$ cat src/include/uifc_pkg.sv
// Constants, register offsets and carrier types of the interrupt and FIFO control block
package uifc_pkg;

    // Register offsets on the UART register port
    localparam logic [2:0] OFS_INTERRUPT_ENABLE = 3'h1;
    localparam logic [2:0] OFS_STATUS_CONTROL   = 3'h2;   // Status on read, FIFO control on write

    // Interrupt enable bit positions
    localparam int IE_RX_DATA  = 0;
    localparam int IE_TX_READY = 1;
    localparam int IE_LINE     = 2;
    localparam int IE_MODEM    = 3;
    localparam int IE_SLEEP    = 4;
    localparam int IE_XOFF     = 5;
    localparam int IE_RTS      = 6;
    localparam int IE_CTS      = 7;
    localparam logic [7:0] IE_RESET      = 8'h00;
    localparam logic [7:0] IE_GATED_MASK = 8'hF0;   // Bits that need the enhanced gate

    // FIFO control bit positions and fields
    localparam int FC_ENABLE   = 0;
    localparam int FC_RX_RESET = 1;
    localparam int FC_TX_RESET = 2;
    localparam int FC_TX_TRIG  = 4;
    localparam int FC_RX_TRIG  = 6;
    localparam logic [1:0] TRIG_RESET = 2'h0;

    // Status bit positions
    localparam int ST_FIFO_LO = 6;

    // Status source codes, bits 5 to 0
    localparam logic [5:0] CODE_LINE    = 6'h06;
    localparam logic [5:0] CODE_RX_TOUT = 6'h0C;
    localparam logic [5:0] CODE_RX_DATA = 6'h04;
    localparam logic [5:0] CODE_TX_RDY  = 6'h02;
    localparam logic [5:0] CODE_MODEM   = 6'h00;
    localparam logic [5:0] CODE_GPIO    = 6'h30;
    localparam logic [5:0] CODE_XOFF    = 6'h10;
    localparam logic [5:0] CODE_FLOW    = 6'h20;
    localparam logic [5:0] CODE_NONE    = 6'h01;

    // Trigger levels in entries
    localparam logic [6:0] TX_TRIG_0 = 7'h08;   // 8 spaces
    localparam logic [6:0] TX_TRIG_1 = 7'h10;   // 16 spaces
    localparam logic [6:0] TX_TRIG_2 = 7'h20;   // 32 spaces
    localparam logic [6:0] TX_TRIG_3 = 7'h38;   // 56 spaces
    localparam logic [6:0] RX_TRIG_0 = 7'h08;   // 8 characters
    localparam logic [6:0] RX_TRIG_1 = 7'h10;   // 16 characters
    localparam logic [6:0] RX_TRIG_2 = 7'h38;   // 56 characters
    localparam logic [6:0] RX_TRIG_3 = 7'h3C;   // 60 characters
    localparam logic [6:0] FIFO_DEPTH = 7'h40;  // 64 entries

    // FIFO reset hold, in system clocks
    localparam int         FIFO_RESET_CLOCKS = 3;
    localparam logic [1:0] FIFO_RESET_CYCLES = 2'(FIFO_RESET_CLOCKS);

    // Receive time-out: four characters plus twelve bit times
    localparam logic [6:0] TOUT_CHARS = 7'h04;
    localparam logic [6:0] TOUT_BITS  = 7'h0C;

    // Number of interrupt sources
    localparam int NUM_SRC = 8;

    // Priority levels, highest first after none
    typedef enum logic [3:0] {
        SRC_NONE, SRC_LINE, SRC_RX_TOUT, SRC_RX_DATA, SRC_TX_RDY,
        SRC_MODEM, SRC_GPIO, SRC_XOFF, SRC_FLOW
    } uifc_src_type;

    // Register port request
    typedef struct packed {
        logic       wr;      // Write strobe
        logic       rd;      // Read strobe
        logic [2:0] addr;    // Register offset
        logic [7:0] wdata;   // Write data
    } uifc_req_type;

    // FIFO and transmitter state from the datapath
    typedef struct packed {
        logic [6:0] rx_level;   // Characters held in RX FIFO
        logic [6:0] tx_level;   // Characters held in TX FIFO
        logic       thr_empty;  // Holding register empty
        logic       tx_empty;   // Transmitter fully empty
    } uifc_fifo_type;

endpackage

$ cat src/verilog/uifc_ctrl.sv
// Interrupt prioritisation and FIFO control of the UART
`timescale 1ns/1ps
module uifc_ctrl (
    input  wire logic                   clk_sys,               // System clock, 125 MHz
    input  wire logic                   resetn,                // Asynchronous reset, active low
    input  wire uifc_pkg::uifc_req_type reg_req,               // Register port request
    output logic [7:0]                  reg_rdata,             // Registered read data
    input  wire logic                   enhanced_feature_gate, // Enhanced-function gate
    input  wire uifc_pkg::uifc_fifo_type fifo_stat,            // FIFO and transmitter state
    input  wire logic                   rx_push,               // Character entered RX FIFO
    input  wire logic                   receive_holding_read,  // Receive holding read pulse
    input  wire logic                   transmit_holding_write,// Transmit holding write pulse
    input  wire logic                   modem_status_read,     // Modem status read pulse
    input  wire logic                   pin_input_state_read,  // Input state read pulse
    input  wire logic                   bit_tick,              // One pulse per bit time
    input  wire logic [3:0]             char_bits,             // Bits per character frame
    input  wire logic [4:0]             line_status_err,       // Line status bits 7,4,3,2,1
    input  wire logic [3:0]             modem_status_delta,    // Modem change pulses
    input  wire logic [7:0]             gpio_in,               // General-purpose inputs
    input  wire logic                   xoff_detect,           // Xoff matched pulse
    input  wire logic                   special_detect,        // Special character pulse
    input  wire logic                   xon_detect,            // Xon matched pulse
    input  wire logic                   rts_n,                 // Request-to-send pin level
    input  wire logic                   cts_n,                 // Clear-to-send pin level
    input  wire logic                   auto_rts,              // Automatic RTS flow on
    input  wire logic                   auto_cts,              // Automatic CTS flow on
    input  wire logic                   rs485_auto,            // Auto RS-485 direction on
    output logic                        irq_n,                 // Interrupt, active low
    output logic                        sleep_enable,          // Sleep mode enabled
    output logic                        fifo_enable,           // Both FIFOs enabled
    output logic                        rx_fifo_reset,         // RX FIFO pointer reset
    output logic                        tx_fifo_reset,         // TX FIFO pointer reset
    output logic [6:0]                  rx_trigger,            // RX trigger in characters
    output logic [6:0]                  tx_trigger             // TX trigger in spaces
);
    import uifc_pkg::*;

    logic [7:0]   ie_q;          // Interrupt enable register
    logic         fifo_en_q;     // FIFO enable
    logic [1:0]   tx_trig_q;     // TX trigger select
    logic [1:0]   rx_trig_q;     // RX trigger select
    logic [1:0]   rx_rst_cnt_q;  // RX reset hold counter
    logic [1:0]   tx_rst_cnt_q;  // TX reset hold counter
    logic [7:0]   rdata_q;       // Read data
    logic [6:0]   tout_cnt_q;    // Bit times since last RX activity
    logic         tout_q;        // Receive time-out pending
    logic         tx_rdy_q;      // Transmit ready pending
    logic         tx_cond_q;     // Previous transmit-ready condition
    logic         modem_q;       // Modem status pending
    logic         gpio_q;        // Input toggle pending
    logic [7:0]   gpio_prev_q;   // Previous input levels
    logic         xoff_q;        // Xoff pending
    logic         special_q;     // Special character pending
    logic         flow_q;        // RTS/CTS change pending
    logic         rts_prev_q;    // Previous RTS level
    logic         cts_prev_q;    // Previous CTS level
    uifc_src_type shown_q;       // Source being serviced
    uifc_src_type shown_d;       // Next source to show
    logic [NUM_SRC-1:0] pend;    // Pending, index 0 is level 1
    logic [5:0]   code;          // Status code of shown source
    logic         wr_ie;         // Enable register write
    logic         wr_fc;         // FIFO control write
    logic         rd_st;         // Status register read
    logic         line_act;      // Line status interrupt level
    logic         rx_data_act;   // Data ready interrupt level
    logic [6:0]   tx_space;      // Free spaces in TX FIFO
    logic         tx_cond;       // Transmit-ready condition
    logic [6:0]   tout_limit;    // Time-out length in bit times

    // Register port decode
    assign wr_ie = reg_req.wr && (reg_req.addr == OFS_INTERRUPT_ENABLE);
    assign wr_fc = reg_req.wr && (reg_req.addr == OFS_STATUS_CONTROL);
    assign rd_st = reg_req.rd && (reg_req.addr == OFS_STATUS_CONTROL);

    // Interrupt enable register; the upper nibble is locked without the gate
    always_ff @(posedge clk_sys or negedge resetn) begin
        if (!resetn) begin
            ie_q <= IE_RESET;
        end else if (wr_ie) begin
            if (enhanced_feature_gate) begin
                ie_q <= reg_req.wdata;
            end else begin
                ie_q <= (ie_q & IE_GATED_MASK) | (reg_req.wdata & ~IE_GATED_MASK);
            end
        end
    end
    assign sleep_enable = ie_q[IE_SLEEP];

    // FIFO control register; nothing but the enable moves while bit 0 is clear
    always_ff @(posedge clk_sys or negedge resetn) begin
        if (!resetn) begin
            fifo_en_q <= 1'b0;
            tx_trig_q <= TRIG_RESET;
            rx_trig_q <= TRIG_RESET;
        end else if (wr_fc) begin
            fifo_en_q <= reg_req.wdata[FC_ENABLE];
            if (reg_req.wdata[FC_ENABLE]) begin
                rx_trig_q <= reg_req.wdata[FC_RX_TRIG +: 2];
                if (enhanced_feature_gate) begin
                    tx_trig_q <= reg_req.wdata[FC_TX_TRIG +: 2];
                end
            end
        end
    end

    // FIFO reset pulses; held three clocks so slow pointer logic sees them
    always_ff @(posedge clk_sys or negedge resetn) begin
        if (!resetn) begin
            rx_rst_cnt_q <= 2'h0;
            tx_rst_cnt_q <= 2'h0;
        end else begin
            if (wr_fc && reg_req.wdata[FC_ENABLE] && reg_req.wdata[FC_RX_RESET]) begin
                rx_rst_cnt_q <= FIFO_RESET_CYCLES;
            end else if (rx_rst_cnt_q != 2'h0) begin
                rx_rst_cnt_q <= rx_rst_cnt_q - 2'h1;
            end
            if (wr_fc && reg_req.wdata[FC_ENABLE] && reg_req.wdata[FC_TX_RESET]) begin
                tx_rst_cnt_q <= FIFO_RESET_CYCLES;
            end else if (tx_rst_cnt_q != 2'h0) begin
                tx_rst_cnt_q <= tx_rst_cnt_q - 2'h1;
            end
        end
    end

    assign rx_fifo_reset = (rx_rst_cnt_q != 2'h0);
    assign tx_fifo_reset = (tx_rst_cnt_q != 2'h0);
    assign fifo_enable   = fifo_en_q;
    // Trigger level lookup
    always_comb begin
        unique case (rx_trig_q)
            2'h0: rx_trigger = RX_TRIG_0;
            2'h1: rx_trigger = RX_TRIG_1;
            2'h2: rx_trigger = RX_TRIG_2;
            2'h3: rx_trigger = RX_TRIG_3;
        endcase
        unique case (tx_trig_q)
            2'h0: tx_trigger = TX_TRIG_0;
            2'h1: tx_trigger = TX_TRIG_1;
            2'h2: tx_trigger = TX_TRIG_2;
            2'h3: tx_trigger = TX_TRIG_3;
        endcase
    end
    // Level sources; they follow their cause, so no clear is needed
    // line error level
    assign line_act    = ie_q[IE_LINE] && (|line_status_err);
    assign rx_data_act = ie_q[IE_RX_DATA] && (fifo_en_q ? (fifo_stat.rx_level > rx_trigger)
                                                        : (fifo_stat.rx_level != 7'h00));
    assign tx_space    = FIFO_DEPTH - fifo_stat.tx_level;
    assign tx_cond = (fifo_en_q ? ((tx_space > tx_trigger) || (fifo_stat.tx_level == 7'h00))
                                : fifo_stat.thr_empty)
                     || (rs485_auto && fifo_stat.tx_empty);
    assign tout_limit = 7'(TOUT_CHARS * {3'h0, char_bits}) + TOUT_BITS;
    // Receive time-out timer; restarted by any RX traffic or read
    always_ff @(posedge clk_sys or negedge resetn) begin
        if (!resetn) begin
            tout_cnt_q <= 7'h00;
            tout_q     <= 1'b0;
        end else begin
            if (rx_push || receive_holding_read || fifo_stat.rx_level == 7'h00) begin
                tout_cnt_q <= 7'h00;
            end else if (bit_tick && tout_cnt_q != tout_limit) begin
                tout_cnt_q <= tout_cnt_q + 7'h01;
            end
            if (ie_q[IE_RX_DATA] && bit_tick && !rx_push && fifo_stat.rx_level != 7'h00
                && tout_cnt_q == tout_limit - 7'h01) begin
                tout_q <= 1'b1;
            end else if (receive_holding_read) begin
                tout_q <= 1'b0;
            end
        end
    end
    // Transmit ready; raised on entering the condition or on enabling it
    always_ff @(posedge clk_sys or negedge resetn) begin
        if (!resetn) begin
            tx_rdy_q  <= 1'b0;
            tx_cond_q <= 1'b0;
        end else begin
            tx_cond_q <= tx_cond && ie_q[IE_TX_READY];
            if (tx_cond && ie_q[IE_TX_READY] && !tx_cond_q) begin
                tx_rdy_q <= 1'b1;
            end else if (transmit_holding_write || (rd_st && shown_q == SRC_TX_RDY)) begin
                tx_rdy_q <= 1'b0;
            end
        end
    end
    // Modem, input and flow-control events
    always_ff @(posedge clk_sys or negedge resetn) begin
        if (!resetn) begin
            modem_q     <= 1'b0;
            gpio_q      <= 1'b0;
            gpio_prev_q <= 8'h00;
            flow_q      <= 1'b0;
            rts_prev_q  <= 1'b1;   // Pins idle high; no edge at release
            cts_prev_q  <= 1'b1;
        end else begin
            gpio_prev_q <= gpio_in;
            rts_prev_q  <= rts_n;
            cts_prev_q  <= cts_n;
            if (ie_q[IE_MODEM] && (|modem_status_delta)) begin
                modem_q <= 1'b1;
            end else if (modem_status_read) begin
                modem_q <= 1'b0;
            end
            if (gpio_in != gpio_prev_q) begin
                gpio_q <= 1'b1;
            end else if (pin_input_state_read) begin
                gpio_q <= 1'b0;
            end
            if (enhanced_feature_gate
                && ((ie_q[IE_RTS] && auto_rts && rts_n && !rts_prev_q)
                 || (ie_q[IE_CTS] && auto_cts && cts_n && !cts_prev_q))) begin
                flow_q <= 1'b1;
            end else if (modem_status_read) begin
                flow_q <= 1'b0;
            end
        end
    end
    // Xoff and special character; each has its own way out
    always_ff @(posedge clk_sys or negedge resetn) begin
        if (!resetn) begin
            xoff_q    <= 1'b0;
            special_q <= 1'b0;
        end else begin
            if (enhanced_feature_gate && ie_q[IE_XOFF] && xoff_detect) begin
                xoff_q <= 1'b1;
            end else if (xon_detect) begin
                xoff_q <= 1'b0;
            end
            if (enhanced_feature_gate && ie_q[IE_XOFF] && special_detect) begin
                special_q <= 1'b1;
            end else if (rd_st && shown_q == SRC_XOFF) begin
                special_q <= 1'b0;
            end
        end
    end
    // Pending vector in priority order
    assign pend = {flow_q, xoff_q || special_q, gpio_q, modem_q,
                   tx_rdy_q, rx_data_act, tout_q, line_act};
    // Shown source holds until it is serviced; only then is a new one picked
    always_comb begin
        shown_d = shown_q;
        if (shown_q == SRC_NONE || !pend[int'(shown_q) - 1]) begin
            shown_d = SRC_NONE;
            for (int i = NUM_SRC - 1; i >= 0; i--) begin
                if (pend[i]) begin
                    shown_d = uifc_src_type'(4'(i + 1));
                end
            end
        end
    end

    always_ff @(posedge clk_sys or negedge resetn) begin
        if (!resetn) begin
            shown_q <= SRC_NONE;
        end else begin
            shown_q <= shown_d;
        end
    end
    // Status code of the shown source
    always_comb begin
        unique case (shown_q)
            SRC_LINE:    code = CODE_LINE;
            SRC_RX_TOUT: code = CODE_RX_TOUT;
            SRC_RX_DATA: code = CODE_RX_DATA;
            SRC_TX_RDY:  code = CODE_TX_RDY;
            SRC_MODEM:   code = CODE_MODEM;
            SRC_GPIO:    code = CODE_GPIO;
            SRC_XOFF:    code = CODE_XOFF;
            SRC_FLOW:    code = CODE_FLOW;
            default:     code = CODE_NONE;
        endcase
    end
    // Read data; FIFO control is write-only, so that offset returns status
    always_ff @(posedge clk_sys or negedge resetn) begin
        if (!resetn) begin
            rdata_q <= 8'h00;
        end else if (reg_req.rd) begin
            if (reg_req.addr == OFS_INTERRUPT_ENABLE) begin
                rdata_q <= ie_q;
            end else if (reg_req.addr == OFS_STATUS_CONTROL) begin
                rdata_q <= {{2{fifo_en_q}}, code};
            end else begin
                rdata_q <= 8'h00;
            end
        end
    end
    assign reg_rdata = rdata_q;
    assign irq_n = (shown_q == SRC_NONE);

endmodule
$ cat config.mk
export PLATFORM = sky130hd
export DESIGN_NAME = uifc_ctrl
export DESIGN_NICKNAME = d
export VERILOG_FILES = /design/src/include/uifc_pkg.sv /design/src/verilog/uifc_ctrl.sv
export SDC_FILE = /design/constraint.sdc
export NUM_CORES = 1
export LEC_CHECK = 0
export ABC_AREA = 0
export BUFFER_PORTS_ARGS = -buffer_cell sky130_fd_sc_hd__clkbuf_2
export CAP_MARGIN = 5
export CORE_ASPECT_RATIO = 0.7
export CORE_UTILIZATION = 30
export CTS_BUF_LIST = sky130_fd_sc_hd__clkbuf_4 sky130_fd_sc_hd__clkbuf_8
export DETAILED_ROUTE_END_ITERATION = 10
export GPL_ROUTABILITY_DRIVEN = 0
export GPL_TIMING_DRIVEN = 0
export MAX_ROUTING_LAYER = met4
export PLACE_DENSITY = 0.47
export SETUP_SLACK_MARGIN = 0.02
export SLEW_MARGIN = 20
export SYNTH_ARGS = -nofsm -noshare
export SYNTH_HDL_FRONTEND = slang
export SYNTH_SLANG_ARGS = --single-unit
$ cat constraint.sdc
create_clock -name clk_sys -period 2.65 [get_ports clk_sys]
set_clock_uncertainty 0.05 [all_clocks]
set_input_delay 0.53 -clock clk_sys [delete_from_list [all_inputs] [get_ports clk_sys]]
set_output_delay 0.53 -clock clk_sys [all_outputs]
set_load 0.02 [all_outputs]
# Yosys cells after proc, flatten, opt, wreduce, memory -nomap -nowiden
# Memory sizes are Yosys's and may differ from the RTL's.
# Index checks and enable logic that the tools add are counted.
[classes]
bitwise_logic = 1
n_div = 0
shifts = 0
reduce_logical = 64
add_sub_neg = 7
mul = 0
muxes = 37
n_lt_le_gt_ge = 3
eq_ne = 13
[op_table]
columns = ["operator", "n"]
rows = [
  ["case mux 7 bit (4 select lines)", 2],
  ["2-to-1 mux 4 bit", 8],
  ["logical AND 1 bit", 29],
  ["2-to-1 mux 8 bit", 3],
  ["nonzero test 2 bit", 12],
  ["2-to-1 mux 1 bit", 17],
  ["greater-than comparator 7 bit", 2],
  ["zero test 7 bit", 2],
  ["2-to-1 mux 7 bit", 2],
  ["== test 2 bit (second input constant)", 4],
  ["== test 4 x 3 -> 1 bit (second input constant)", 2],
  ["logical OR 1 bit", 8],
  ["2-to-1 mux 2 bit", 4],
  ["inequality test 8 bit", 1],
  ["OR 8 x 4 -> 8 bit", 1],
  ["adder 6 x 4 -> 7 bit (second input constant)", 1],
  ["adder 7 x 1 -> 7 bit (second input constant)", 1],
  ["== test 7 bit", 1],
  ["inequality test 7 bit", 1],
  ["nonzero test 7 bit", 1],
  ["subtractor 7 x 1 -> 7 bit (second input constant)", 1],
  ["subtractor 7 bit (first input constant)", 1],
  ["zero test 1 bit", 5],
  ["less-than comparator 5 bit (second input constant)", 1],
  ["12 further kinds", 15],
]
[word_totals]
regBits = 54
inputBits = 67
out_inout_bits = 27
latch_bits = 0
romBits = 96
ram_bits = 0
word_cells = 146
memories = 1
[mem_list]
columns = ["name", "words", "width", "rd", "rd_clocked_by_memory_dff", "wr", "line_no", "rtl"]
rows = [
  ["(name not given)", 16, 6, 1, 0, 0, "uifc_ctrl.sv:261", "unique case (shown_q)"],
]

# Depth between registers and ports, before layout
# Gate-level depths: netlist (run 1).
[logic_depth]
word_depth = 10
mapped_depth = 11
mapped_depth_nobuf = 11

# Worst setup path after synthesis (run 1)
# No wires, ideal clock.
[synth_path]
kind = "register to register"
start = "reg shown_q[0]"
end = "reg shown_q[3]"
stages_incl_launch_ff = 10
setup_time_ns = 0.125
synth_period_minus_slack_ns = 2.449
path_buffers = 0
setup_slack_ns = 0.201
required_time_ns = 2.475
t_arrival_ns = 2.275
path_cell_list = "dfrtp_1 > inv_1 > ha_1 > inv_1 > ha_1 > mux4_2 > nor2_1 > a311oi_1 > o221ai_2 > mux2_2"
[synth_between]
elab_chain_len = 6
elab_cells_between_ends = 7
classes_between = "1 x add/sub; 3 x mux; 3 x reduce/logical"
[synth_lines]
columns = ["item", "line_no", "rtl"]
rows = [
  ["from (decl)", "uifc_ctrl.sv:57", "uifc_src_type shown_q;"],
  ["from (signal assigned)", "uifc_ctrl.sv:256", "shown_q <= shown_d;"],
  ["subtractor 4 x 1 -> 5 bit", "uifc_ctrl.sv:242", "if (shown_q == SRC_NONE || !pend[int'(shown_q) - 1]) begin"],
  ["binary-select mux 1 bit (select 3 bit)", "uifc_ctrl.sv:242", ""],
  ["2-to-1 mux 1 bit (implied by the code) (2 in series)", "uifc_ctrl.sv:242", ""],
  ["zero test 1 bit", "uifc_ctrl.sv:242", ""],
  ["logical OR 1 bit (*)", "uifc_ctrl.sv:242", ""],
]
# Mark *: on every way between the ends. The rest lies on a longest branch, timed or not. The select of a mux whose other input is x is not followed.
# A chain may end at the register's enable or synchronous reset.

# Worst setup path in the final report (run 1)
[layout_path]
start = "reg rx_trig_q[1]"
end = "reg shown_q[2]"
[layout_between]
elab_chain_len = 10
elab_cells_between_ends = 16
classes_between = "1 x order compare; 3 x eq/ne; 8 x mux; 4 x reduce/logical"
[layout_lines]
columns = ["item", "line_no", "rtl"]
rows = [
  ["from (decl)", "uifc_ctrl.sv:41", "logic [1:0] rx_trig_q;"],
  ["from (signal assigned)", "uifc_ctrl.sv:98", "rx_trig_q <= reg_req.wdata[FC_RX_TRIG +: 2];"],
  ["== test 2 bit (tied with other cells)", "uifc_ctrl.sv:130", "unique case (rx_trig_q)"],
  ["case mux 7 bit (4 select lines) (*)", "uifc_ctrl.sv:130", ""],
  ["greater-than comparator 7 bit (*)", "uifc_ctrl.sv:146", "assign rx_data_act = ie_q[IE_RX_DATA] && (fifo_en_q ? (fifo_stat.rx_level > rx_trigger)"],
  ["2-to-1 mux 1 bit (*)", "uifc_ctrl.sv:146", ""],
  ["logical AND 1 bit (*)", "uifc_ctrl.sv:146", ""],
  ["binary-select mux 1 bit (select 3 bit)", "uifc_ctrl.sv:242", ""],
  ["2-to-1 mux 1 bit (implied by the code) (2 in series)", "uifc_ctrl.sv:242", ""],
  ["zero test 1 bit", "uifc_ctrl.sv:242", ""],
  ["logical OR 1 bit", "uifc_ctrl.sv:242", ""],
]
# Marks and branches as above.

==> flow_metrics.py, run 1 <==
metrics = {
    "worst_setup_path": {
        "worstSetupStartpointType": "flip-flop",
        "path_class": "flip-flop to flip-flop",
        "regToRegSetupSlack_ns": 0.17,
        "worstPathArrival_ns": 2.68,
        "r2r_end": "shown_q[2]$_DFFE_PN0P_",
        "crit_required_ns": 2.85,
        "crit_fanout": 5,
        "r2r_cells": 8,
        "cp-end-kind": "flip-flop",
        "r2r-start": "rx_trig_q[1]$_DFFE_PN0P_",
    },
    "clocking": {
        "cts_tree": "yes",
        "cts_root_buf": "clkbuf_8",
        "clk_latency_ns": 0.32,
        "cts.sinks": 54,
        "clockBufferDepth": 2,
        "clk_pin_slew_worst_paths_ns": 0.11,
        "cts_made_buffers": 5,
        "htreeDepth": 2,
    },
    "drt": {
        "vias_per_cell": 4.51,
        "drt_iter0_drc": 130,
        "ant_nets": 0,
        "route.detailed.drc": 0,
        "via_count": 2655,
        "totalWireLength_um": 7740,
        "dr.pass1.iters": 4,
        "wl_per_cell_um": 13.1,
    },
    "timing": {
        "finalSetupViolations": 0,
        "timing.fmax_mhz": 403,
        "holdWs_ns": 0.246,
        "slew_viol_final": 0,
        "worstMarginPinSlew_ns": 0.702,
        "hold_viol": 0,
        "finalCritPeriodShare_pct": 93.7,
        "relSlewSlack_pct": 53.0,
        "min_period_ns": 2.48,
    },
    "yosys": {
        "async_reset_ff_share_pct": 100,
        "synthCells": 334,
        "synth_area_per_cell_um2": 9.95,
        "synthesis.area_um2": 3320,
        "ys_types": 59,
        "synth-edff-count": 0,
        "ys_seq_elements": 54,
        "synthFlopType": "dfrtp_1",
        "ys_warn_count": 0,
        "yosysSeqAreaShare_pct": 40.7,
    },
    "global_route": {
        "grt-ovfl-total": 0,
        "grt_max_degree": 51,
        "grt_pass1_wl_um": 12700,
        "antenna_found_initial": 0,
        "grt.total_usage_pct": 14.4,
        "grt_pass1_vias": 2487,
    },
    "place": {
        "detailed_place_hpwl_um": 6170,
        "numPortBuffers": 85,
    },
    "worst_hold_path": {
        "hold_path_class": "input pin to flip-flop",
        "hold_depth": 1,
        "hold_end": "cts_prev_q$_DFF_PN1_",
        "hp-start": "cts_n",
    },
    "job": {
        "drv_cap": 0,
    },
    "power_and_ir_drop": {
        "vdd_drop_max_mv": 0.286,
        "finalPower_mw": 2.83,
        "p_leak_nw": 2.01,
        "powerDensity_nw_per_um2": 680,
    },
    "die": {
        "start_util_pct": 31.5,
        "row_count": 31,
        "core_um2": 10600,
        "die_h_um": 90.1,
        "die_w_um": 128,
        "ios": 94,
        "die_area_um2": 11500,
    },
    "final_layout": {
        "layout-drive-gt1-share_pct": 32.4,
        "diodes": 0,
        "area_growth_pct": 25.0,
        "fin_util_pct": 39.4,
        "final_nets": 531,
    },
    "status": {
        "status": "completed",
    },
}
flip-flops by register name, summed over array words and instances, names as in the netlist, 2 cells and up:
register and cells:
tout_cnt_q 7, tx_trig_q 2, reg_rdata 8, gpio_prev_q 8, rx_trig_q 2, ie_q 8, shown_q 4, tx_rst_cnt_q 2
rx_rst_cnt_q 2
repair_timing:
item / 4_1_cts / 5_1_grt
buffers inserted: 0 / 6
hold buffers: 1 / 0
setup endpoints to repair: 1 / 3
hold endpoints to repair: 4 / 0
cloned: 0 / 0
gates resized for setup: 1 / 4
layout by cell type (no fill, tap or decap), types with 5 or more instances in the layout:
master	count
conb_1	7
clkbuf_8	6
inv_1	32
clkbuf_1	6
buf_4	13
ha_1	22
xor2_1	17
nand3_1	17
clkbuf_2	84
a21oi_1	9
o21ai_0	15
xnor2_1	9
dfrtp_1	51
nand2_1	31
mux2i_1	5
nor2_1	19
nor3_1	6
mux2_2	13
cells in the mapped netlist (3+ instances only):
library cell	count	share of area (%)
dfrtp_1	52	39
inv_1	33	3.7
nand2_1	31	3.5
ha_1	24	9.0
nor2_1	19	2.1
nand3_1	17	2.6
xor2_1	17	4.5
o21ai_0	15	2.3
mux2_2	13	4.4
a21oi_1	9	1.4
xnor2_1	9	2.4
buf_4	7	1.6
clkbuf_1	6	0.68
nor3_1	6	0.90
mux2i_1	5	1.5
a22oi_1	4	0.90
nand2b_1	4	0.75
o31ai_1	4	0.90
nand4_1	3	0.56
nor4_1	3	0.56
o211ai_1	3	0.68
or2_2	3	0.56
critical path: stages (launching register included):
cell and delay (ns):
dfrtp_1 0.43, or2_2 0.32, inv_1 0.07, ha_1 0.25, a21oi_1 0.15, o221ai_1 0.14, a41o_1 0.32, or4_1 0.54
mux2i_1 0.15
metal layers:
metal	routed length (um)	share of wire, %	global-route usage (%)
met1	3950	51	21.1
met2	3320	43	20.4
met3	418	5.4	3.04
met4	43	0.56	2.35
met5	0	0	-
where the power goes:
part | internal (mW) | switching [mW]
Combinational | 0.605 | 0.617
Clock | 0.216 | 0.296
Sequential | 0.969 | 0.123
Total | 1.79 | 1.04
per-stage QoR:
| step | setup TNS (ns) | instance area [um2] | setup WS [ns] | cells |
|---|---|---|---|---|
| finish | 0 | 4160 | 0.168 | 589 |
| global route | -0.00708 | 4160 | -0.00708 | 589 |
| CTS | 0 | 4100 | 0.0327 | 583 |
| detailed placement | -0.310 | 3990 | -0.202 | 574 |
| global placement | -0.102 | 3960 | -0.102 | 573 |
| floorplan | 0 | 3350 | 0.201 | 340 |
worst max path at each step:
| stage | from | endpoint | slack [ns] | cells past startpoint |
|---|---|---|---|---|
| after global placement | fifo_stat[5] | tx_rdy_q$_DFFE_PN0P_ | -0.10 | 10 |
| final | rx_trig_q[1]$_DFFE_PN0P_ | shown_q[2]$_DFFE_PN0P_ | 0.17 | 8 |
| after detailed placement | fifo_stat[5] | tx_rdy_q$_DFFE_PN0P_ | -0.20 | 10 |
| after floorplan | shown_q[0]$_DFFE_PN0P_ | shown_q[3]$_DFFE_PN0P_ | 0.20 | 9 |
| after CTS | shown_q[0]$_DFFE_PN0P_ | shown_q[3]$_DFFE_PN0P_ | 0.03 | 9 |
| after global routing | rx_trig_q[1]$_DFFE_PN0P_ | shown_q[2]$_DFFE_PN0P_ | -0.007 | 8 |
logic make-up (layout without fill, tap and decap cells):
group / after synthesis / after routing / synth area share [%]
AO/OA/AOI/OAI: 53 / 53 / 11.4
XOR/XNOR: 28 / 28 / 8.05
adder cells (fa/ha/maj): 24 / 24 / 9.03
buffers and inverters: 47 / 148 / 6.10
flip-flops: 54 / 54 / 40.7
multiplexers: 19 / 19 / 6.59
other: 1 / 7 / 0.113
AND/OR/NAND/NOR: 108 / 108 / 18.0
cell type report:
cell class | count | area [um2]
clock buffers | 6 | 82.6
inverters | 33 | 124
repair buffers | 93 | 510
multi-input cells | 239 | 1800
plain buffers | 14 | 78.8
fillers | 1070 | 6390
well taps | 148 | 185
clock inverters | 2 | 16.3
flip-flops and latches | 54 | 1360
(Power assumes the default switching activity.)
==> run 2, diff against run 1 <==
--- a/config.mk
+++ b/config.mk
@@ -8,11 +8,11 @@
 export ABC_AREA = 0
 export BUFFER_PORTS_ARGS = -buffer_cell sky130_fd_sc_hd__clkbuf_2
 export CAP_MARGIN = 5
-export CORE_ASPECT_RATIO = 0.7
+export CORE_ASPECT_RATIO = 1.5
 export CORE_UTILIZATION = 30
 export CTS_BUF_LIST = sky130_fd_sc_hd__clkbuf_4 sky130_fd_sc_hd__clkbuf_8
 export DETAILED_ROUTE_END_ITERATION = 10
-export GPL_ROUTABILITY_DRIVEN = 0
+export GPL_ROUTABILITY_DRIVEN = 1
 export GPL_TIMING_DRIVEN = 0
 export MAX_ROUTING_LAYER = met4
 export PLACE_DENSITY = 0.47
==> flow_metrics.py, run 2 (same netlist as run 1, synthesis figures left out) <==
metrics = {
    "worst_setup_path": {
        "crit_required_ns": 2.84,
        "crit_chain": "or2_2, inv_1, ha_1, a21oi_1, o221ai_1, a41o_1, or4_1, mux2i_1",
        "cp-end-kind": "flip-flop",
        "worstSetupStartpointType": "flip-flop",
        "slowest_delay_ns": 0.53,
        "crit_fanout": 5,
        "regToRegSetupSlack_ns": 0.14,
        "worstPathArrival_ns": 2.71,
        "path_class": "flip-flop to flip-flop",
        "slowest_stage": "or4_1",
    },
    "timing": {
        "worstMarginPinSlew_ns": 0.690,
        "relSlewSlack_pct": 53.8,
        "finalCritPeriodShare_pct": 94.9,
        "rsz0062_at_grt": "false",
        "holdWs_ns": 0.239,
        "fin_ws_ns": 0.135,
        "timing.fmax_mhz": 398,
        "min_period_ns": 2.51,
        "finalSetupViolations": 0,
        "slew_viol_final": 0,
        "hold_viol": 0,
    },
    "final_layout": {
        "mostFrequentLayoutCells": "clkbuf_2 (84), dfrtp_1 (51), inv_1 (32), nand2_1 (31), ha_1 (22)",
        "layout-drive-gt1-share_pct": 31.8,
        "fin_util_pct": 39.0,
        "diodes": 0,
        "fin_cells": 581,
        "area_growth_pct": 25.5,
        "final_common_cell": "clkbuf_2",
        "final_nets": 527,
        "fillers": 1141,
    },
    "clocking": {
        "clk_pin_slew_worst_paths_ns": 0.10,
        "cts_tree": "yes",
        "cts_made_buffers": 5,
        "cts_root_buf": "clkbuf_8",
        "htreeDepth": 2,
        "clockBufferDepth": 2,
        "clk_latency_ns": 0.32,
        "cts.sinks": 54,
    },
    "power_and_ir_drop": {
        "finalPower_mw": 2.96,
        "powerDensity_nw_per_um2": 710,
        "p_leak_nw": 2.02,
        "vdd_drop_max_mv": 0.229,
    },
    "global_route": {
        "grt_pass1_vias": 2637,
        "use_met3_pct": 2.83,
        "antenna_found_initial": 0,
        "use_met1_pct": 17.8,
        "grt_max_degree": 48,
        "grt_pass1_wl_um": 12900,
        "use_met2_pct": 26.5,
        "grt.total_usage_pct": 15.4,
        "grt-ovfl-total": 0,
        "busiest_layer": "met2",
    },
    "drt": {
        "ant_nets": 0,
        "drt_iter0_drc": 94,
        "dr.pass1.iters": 4,
        "via_count": 2689,
        "route.detailed.drc": 0,
        "totalWireLength_um": 8110,
        "wl_per_cell_um": 14.0,
        "vias_per_cell": 4.63,
    },
    "place": {
        "globalplace.congestion": 0.809,
        "placedCellCount": 570,
        "detailed_place_hpwl_um": 6590,
        "numPortBuffers": 85,
        "post-place-ws_ns": -0.143,
    },
    "die": {
        "die_area_um2": 11500,
        "start_util_pct": 31.1,
        "die_w_um": 88.0,
        "row_count": 46,
        "core_um2": 10700,
        "ios": 94,
        "die_h_um": 131,
    },
    "worst_hold_path": {
        "hold_path_class": "input pin to flip-flop",
    },
    "job": {
        "drv_cap": 0,
    },
    "status": {
        "status": "completed",
    },
}
## run 2: where the power goes
group / internal [mW] / leakage, nW / switching, mW / total (mW)
registers: 0.969 / 0.662 / 0.134 / 1.10
clock network: 0.403 / 0.0714 / 0.289 / 0.692
logic: 0.572 / 1.29 / 0.596 / 1.17
## run 2: what timing repair did
item,4_1_cts,5_1_grt
setup endpoints to repair,1,4
hold buffers,1,0
setup buffers,2,0
endpoints found under the hold margin,6,0
gates resized for setup,1,4
## run 2: cell type report
cell class	count	area [um2]	area share (%)
well taps	144	180	4.32
flip-flops and latches	54	1360	32.5
clock inverters	2	60.1	1.44
inverters	33	124	2.97
multi-input cells	239	1810	43.4
clock buffers	6	82.6	1.98
plain buffers	14	78.8	1.89
repair buffers	89	480	11.5
## run 2: worst paths after layout
check                                    startpoint                          end  depth (start not counted)
max in group asynchronous                    resetn         rts_prev_q$_DFF_PN1_                          3
min reg2reg                   special_q$_DFFE_PN0P_        special_q$_DFFE_PN0P_                          1
min                                           cts_n         cts_prev_q$_DFF_PN1_                          1
max reg2reg                rx_trig_q[1]$_DFFE_PN0P_       shown_q[2]$_DFFE_PN0P_                          8
min in group asynchronous                    resetn  rx_rst_cnt_q[1]$_DFFE_PN0P_                          2
max                        rx_trig_q[1]$_DFFE_PN0P_       shown_q[2]$_DFFE_PN0P_                          8
## run 2: critical path, delay by kind of cell (launching register included)
| family | cells | cell delay [ns] |
|---|---|---|
| buf+inv | 1 | 0.06 |
| mux | 1 | 0.14 |
| fa+ha+maj | 1 | 0.24 |
| flops | 1 | 0.45 |
| compound gates | 3 | 0.64 |
| simple gates | 2 | 0.86 |
## run 2: metrics by stage
step | instance area (um2) | TNS [ns]
finish | 4170 | 0
detailed placement | 3980 | -0.176
global placement | 3950 | -0.102
global route | 4170 | 0
CTS | 4150 | 0
floorplan | 3350 | 0
## run 2: per-layer routing
| layer | part of all wire [%] | wire length [um] |
|---|---|---|
| met5 | 0 | 0 |
| met4 | 1.8 | 148 |
| met3 | 5.3 | 427 |
| met2 | 51 | 4140 |
| met1 | 42 | 3390 |
==> run 3, diff against run 2 <==
==> constraint.sdc (replaced) <==
create_clock -name clk_sys -period 2.65 [get_ports clk_sys]
set_clock_uncertainty 0.05 [all_clocks]
set_input_delay 0 -clock clk_sys [delete_from_list [all_inputs] [get_ports clk_sys]]
set_output_delay 0 -clock clk_sys [all_outputs]
set_load 0.02 [all_outputs]
==> flow_metrics.py, run 3 (same netlist as run 1, synthesis figures left out) <==
metrics = {
    "worst_setup_path": {
        "worstPathArrival_ns": 2.71,
        "cp-end-kind": "flip-flop",
        "worstSetupStartpointType": "flip-flop",
        "crit_chain": "or2_2, inv_1, ha_1, a21oi_1, o221ai_1, a41o_1, or4_1, mux2i_1",
        "cpLargestDelayFamily": "simple AND/OR/NAND/NOR gates",
        "slowest_stage": "or4_1",
        "r2r_cells": 8,
        "regToRegSetupSlack_ns": 0.13,
        "r2r_end": "shown_q[2]$_DFFE_PN0P_",
        "crit_buf_inv": 1,
        "r2r-start": "rx_trig_q[1]$_DFFE_PN0P_",
        "cp-startpoint": "rx_trig_q[1]$_DFFE_PN0P_",
        "crit_fanout": 5,
        "path_class": "flip-flop to flip-flop",
        "crit_required_ns": 2.84,
        "slowest_delay_ns": 0.53,
    },
    "global_route": {
        "use_met1_pct": 18.3,
        "antenna_found_initial": 0,
        "grt_pass1_wl_um": 13300,
        "busiest_layer": "met2",
        "grt.total_usage_pct": 15.8,
        "grt-ovfl-total": 0,
        "use_met2_pct": 27.4,
        "grt_max_degree": 48,
        "grt_pass1_vias": 2752,
        "use_met3_pct": 2.58,
    },
    "die": {
        "die_w_um": 88.0,
        "row_count": 46,
        "start_util_pct": 31.1,
        "die_h_um": 131,
        "die_area_um2": 11500,
        "core_um2": 10700,
        "ios": 94,
    },
    "power_and_ir_drop": {
        "vdd_drop_max_mv": 0.229,
        "p_leak_nw": 2.15,
        "powerDensity_nw_per_um2": 672,
    },
    "drt": {
        "vias_per_cell": 4.59,
        "via_count": 2807,
        "ant_nets": 0,
        "drt_iter0_drc": 98,
        "totalWireLength_um": 8300,
        "route.detailed.drc": 0,
        "dr.pass1.iters": 4,
        "wl_per_cell_um": 13.6,
    },
    "final_layout": {
        "area_growth_pct": 34.6,
        "mostFrequentLayoutCells": "clkbuf_2 (84), dfrtp_1 (51), inv_1 (32), nand2_1 (31), dlygate4sd3_1 (31)",
        "diodes": 0,
        "final_common_cell": "clkbuf_2",
        "layout-drive-gt1-share_pct": 29.8,
        "fin_cells": 611,
        "final_nets": 557,
        "fin_area_um2": 4470,
        "fillers": 1119,
    },
    "timing": {
        "finalSetupViolations": 0,
        "rsz0062_at_grt": "false",
        "min_period_ns": 2.52,
        "hold_viol": 0,
        "slew_viol_final": 0,
        "worstMarginPinSlew_ns": 0.699,
        "holdWs_ns": 0.00713,
        "finalCritPeriodShare_pct": 94.9,
        "relSlewSlack_pct": 53.2,
        "timing.fmax_mhz": 398,
    },
    "clocking": {
        "htreeDepth": 2,
        "cts_made_buffers": 5,
        "clk_latency_ns": 0.32,
        "clk_pin_slew_worst_paths_ns": 0.10,
        "cts_root_buf": "clkbuf_8",
        "cts_tree": "yes",
        "clockBufferDepth": 2,
        "cts.sinks": 54,
    },
    "status": {
        "status": "completed",
    },
    "place": {
        "place_area_um2": 3980,
        "globalplace.congestion": 0.809,
        "placedCellCount": 570,
        "detailed_place_hpwl_um": 6590,
        "numPortBuffers": 85,
    },
    "worst_hold_path": {
        "hold_path_class": "input pin to asynchronous set/reset pin",
    },
    "job": {
        "drv_cap": 0,
    },
}
## run 3: cell types whose count changed in the layout (fill, tap and decap cells not counted), sizes merged
cell | previous run | this run
dlygate4sd3 | 1 | 31
## run 3: timing repair
item / 4_1_cts / 5_1_grt
resized for setup: 1 / 4
setup buffers: 2 / 0
pin swaps: 0 / 0
endpoints found under the setup margin: 1 / 4
hold buffers: 31 / 0
hold endpoints to repair: 89 / 0
## run 3: cell type report
type	count	area (um2)	area share [%]
Timing Repair Buffer	119	781	17.5
Multi-Input combinational cell	239	1810	40.5
Clock inverter	2	60.1	1.34
Clock buffer	6	82.6	1.85
Sequential cell	54	1360	30.3
Tap cell	144	180	4.03
Buffer	14	78.8	1.76
Inverter	33	124	2.77
## run 3: worst reg2reg max path: cells and delay by family (launching register included)
family                   cells  cell delay [ns]
adder cells (fa/ha/maj)      1             0.24
buffers and inverters        1             0.06
multiplexers                 1             0.14
AO/OA/AOI/OAI                3             0.64
flip-flops                   1             0.45
AND/OR/NAND/NOR              2             0.87
## run 3: how the worst max path moves through the flow
stage / endpoint / cells after the start
5_1_grt: shown_q[3]$_DFFE_PN0P_ / 9
3_5_place_dp: shown_q[3]$_DFFE_PN0P_ / 9
6_report: shown_q[2]$_DFFE_PN0P_ / 8
2_1_floorplan: shown_q[3]$_DFFE_PN0P_ / 9
3_3_place_gp: shown_q[3]$_DFFE_PN0P_ / 9
4_1_cts: shown_q[3]$_DFFE_PN0P_ / 9
## run 3: report_power, final
| group | switching, mW | internal [mW] | total, mW |
|---|---|---|---|
| Combinational | 0.605 | 0.605 | 1.21 |
| Clock | 0.290 | 0.403 | 0.693 |
| Sequential | 0.135 | 0.969 | 1.10 |
## run 3: routing by layer
metal / routed length [um] / vias up
met5: 0 / -
met4: 148 / 0
met3: 349 / 11
met2: 4250 / 72
met1: 3550 / 1311
li1: - / 1413
## run 3: metrics by stage
stage	util [%]	power, mW	TNS (ns)	worst slack (ns)
after floorplan	-	1.87	0	0.201
after global placement	36.9	2.17	0	0.00342
after detailed placement	37.2	2.20	-0.0328	-0.0328
after CTS	41.6	3.02	0	0.0378
after global routing	41.8	3.23	0	0.0330
final	41.8	3.01	0	0.134
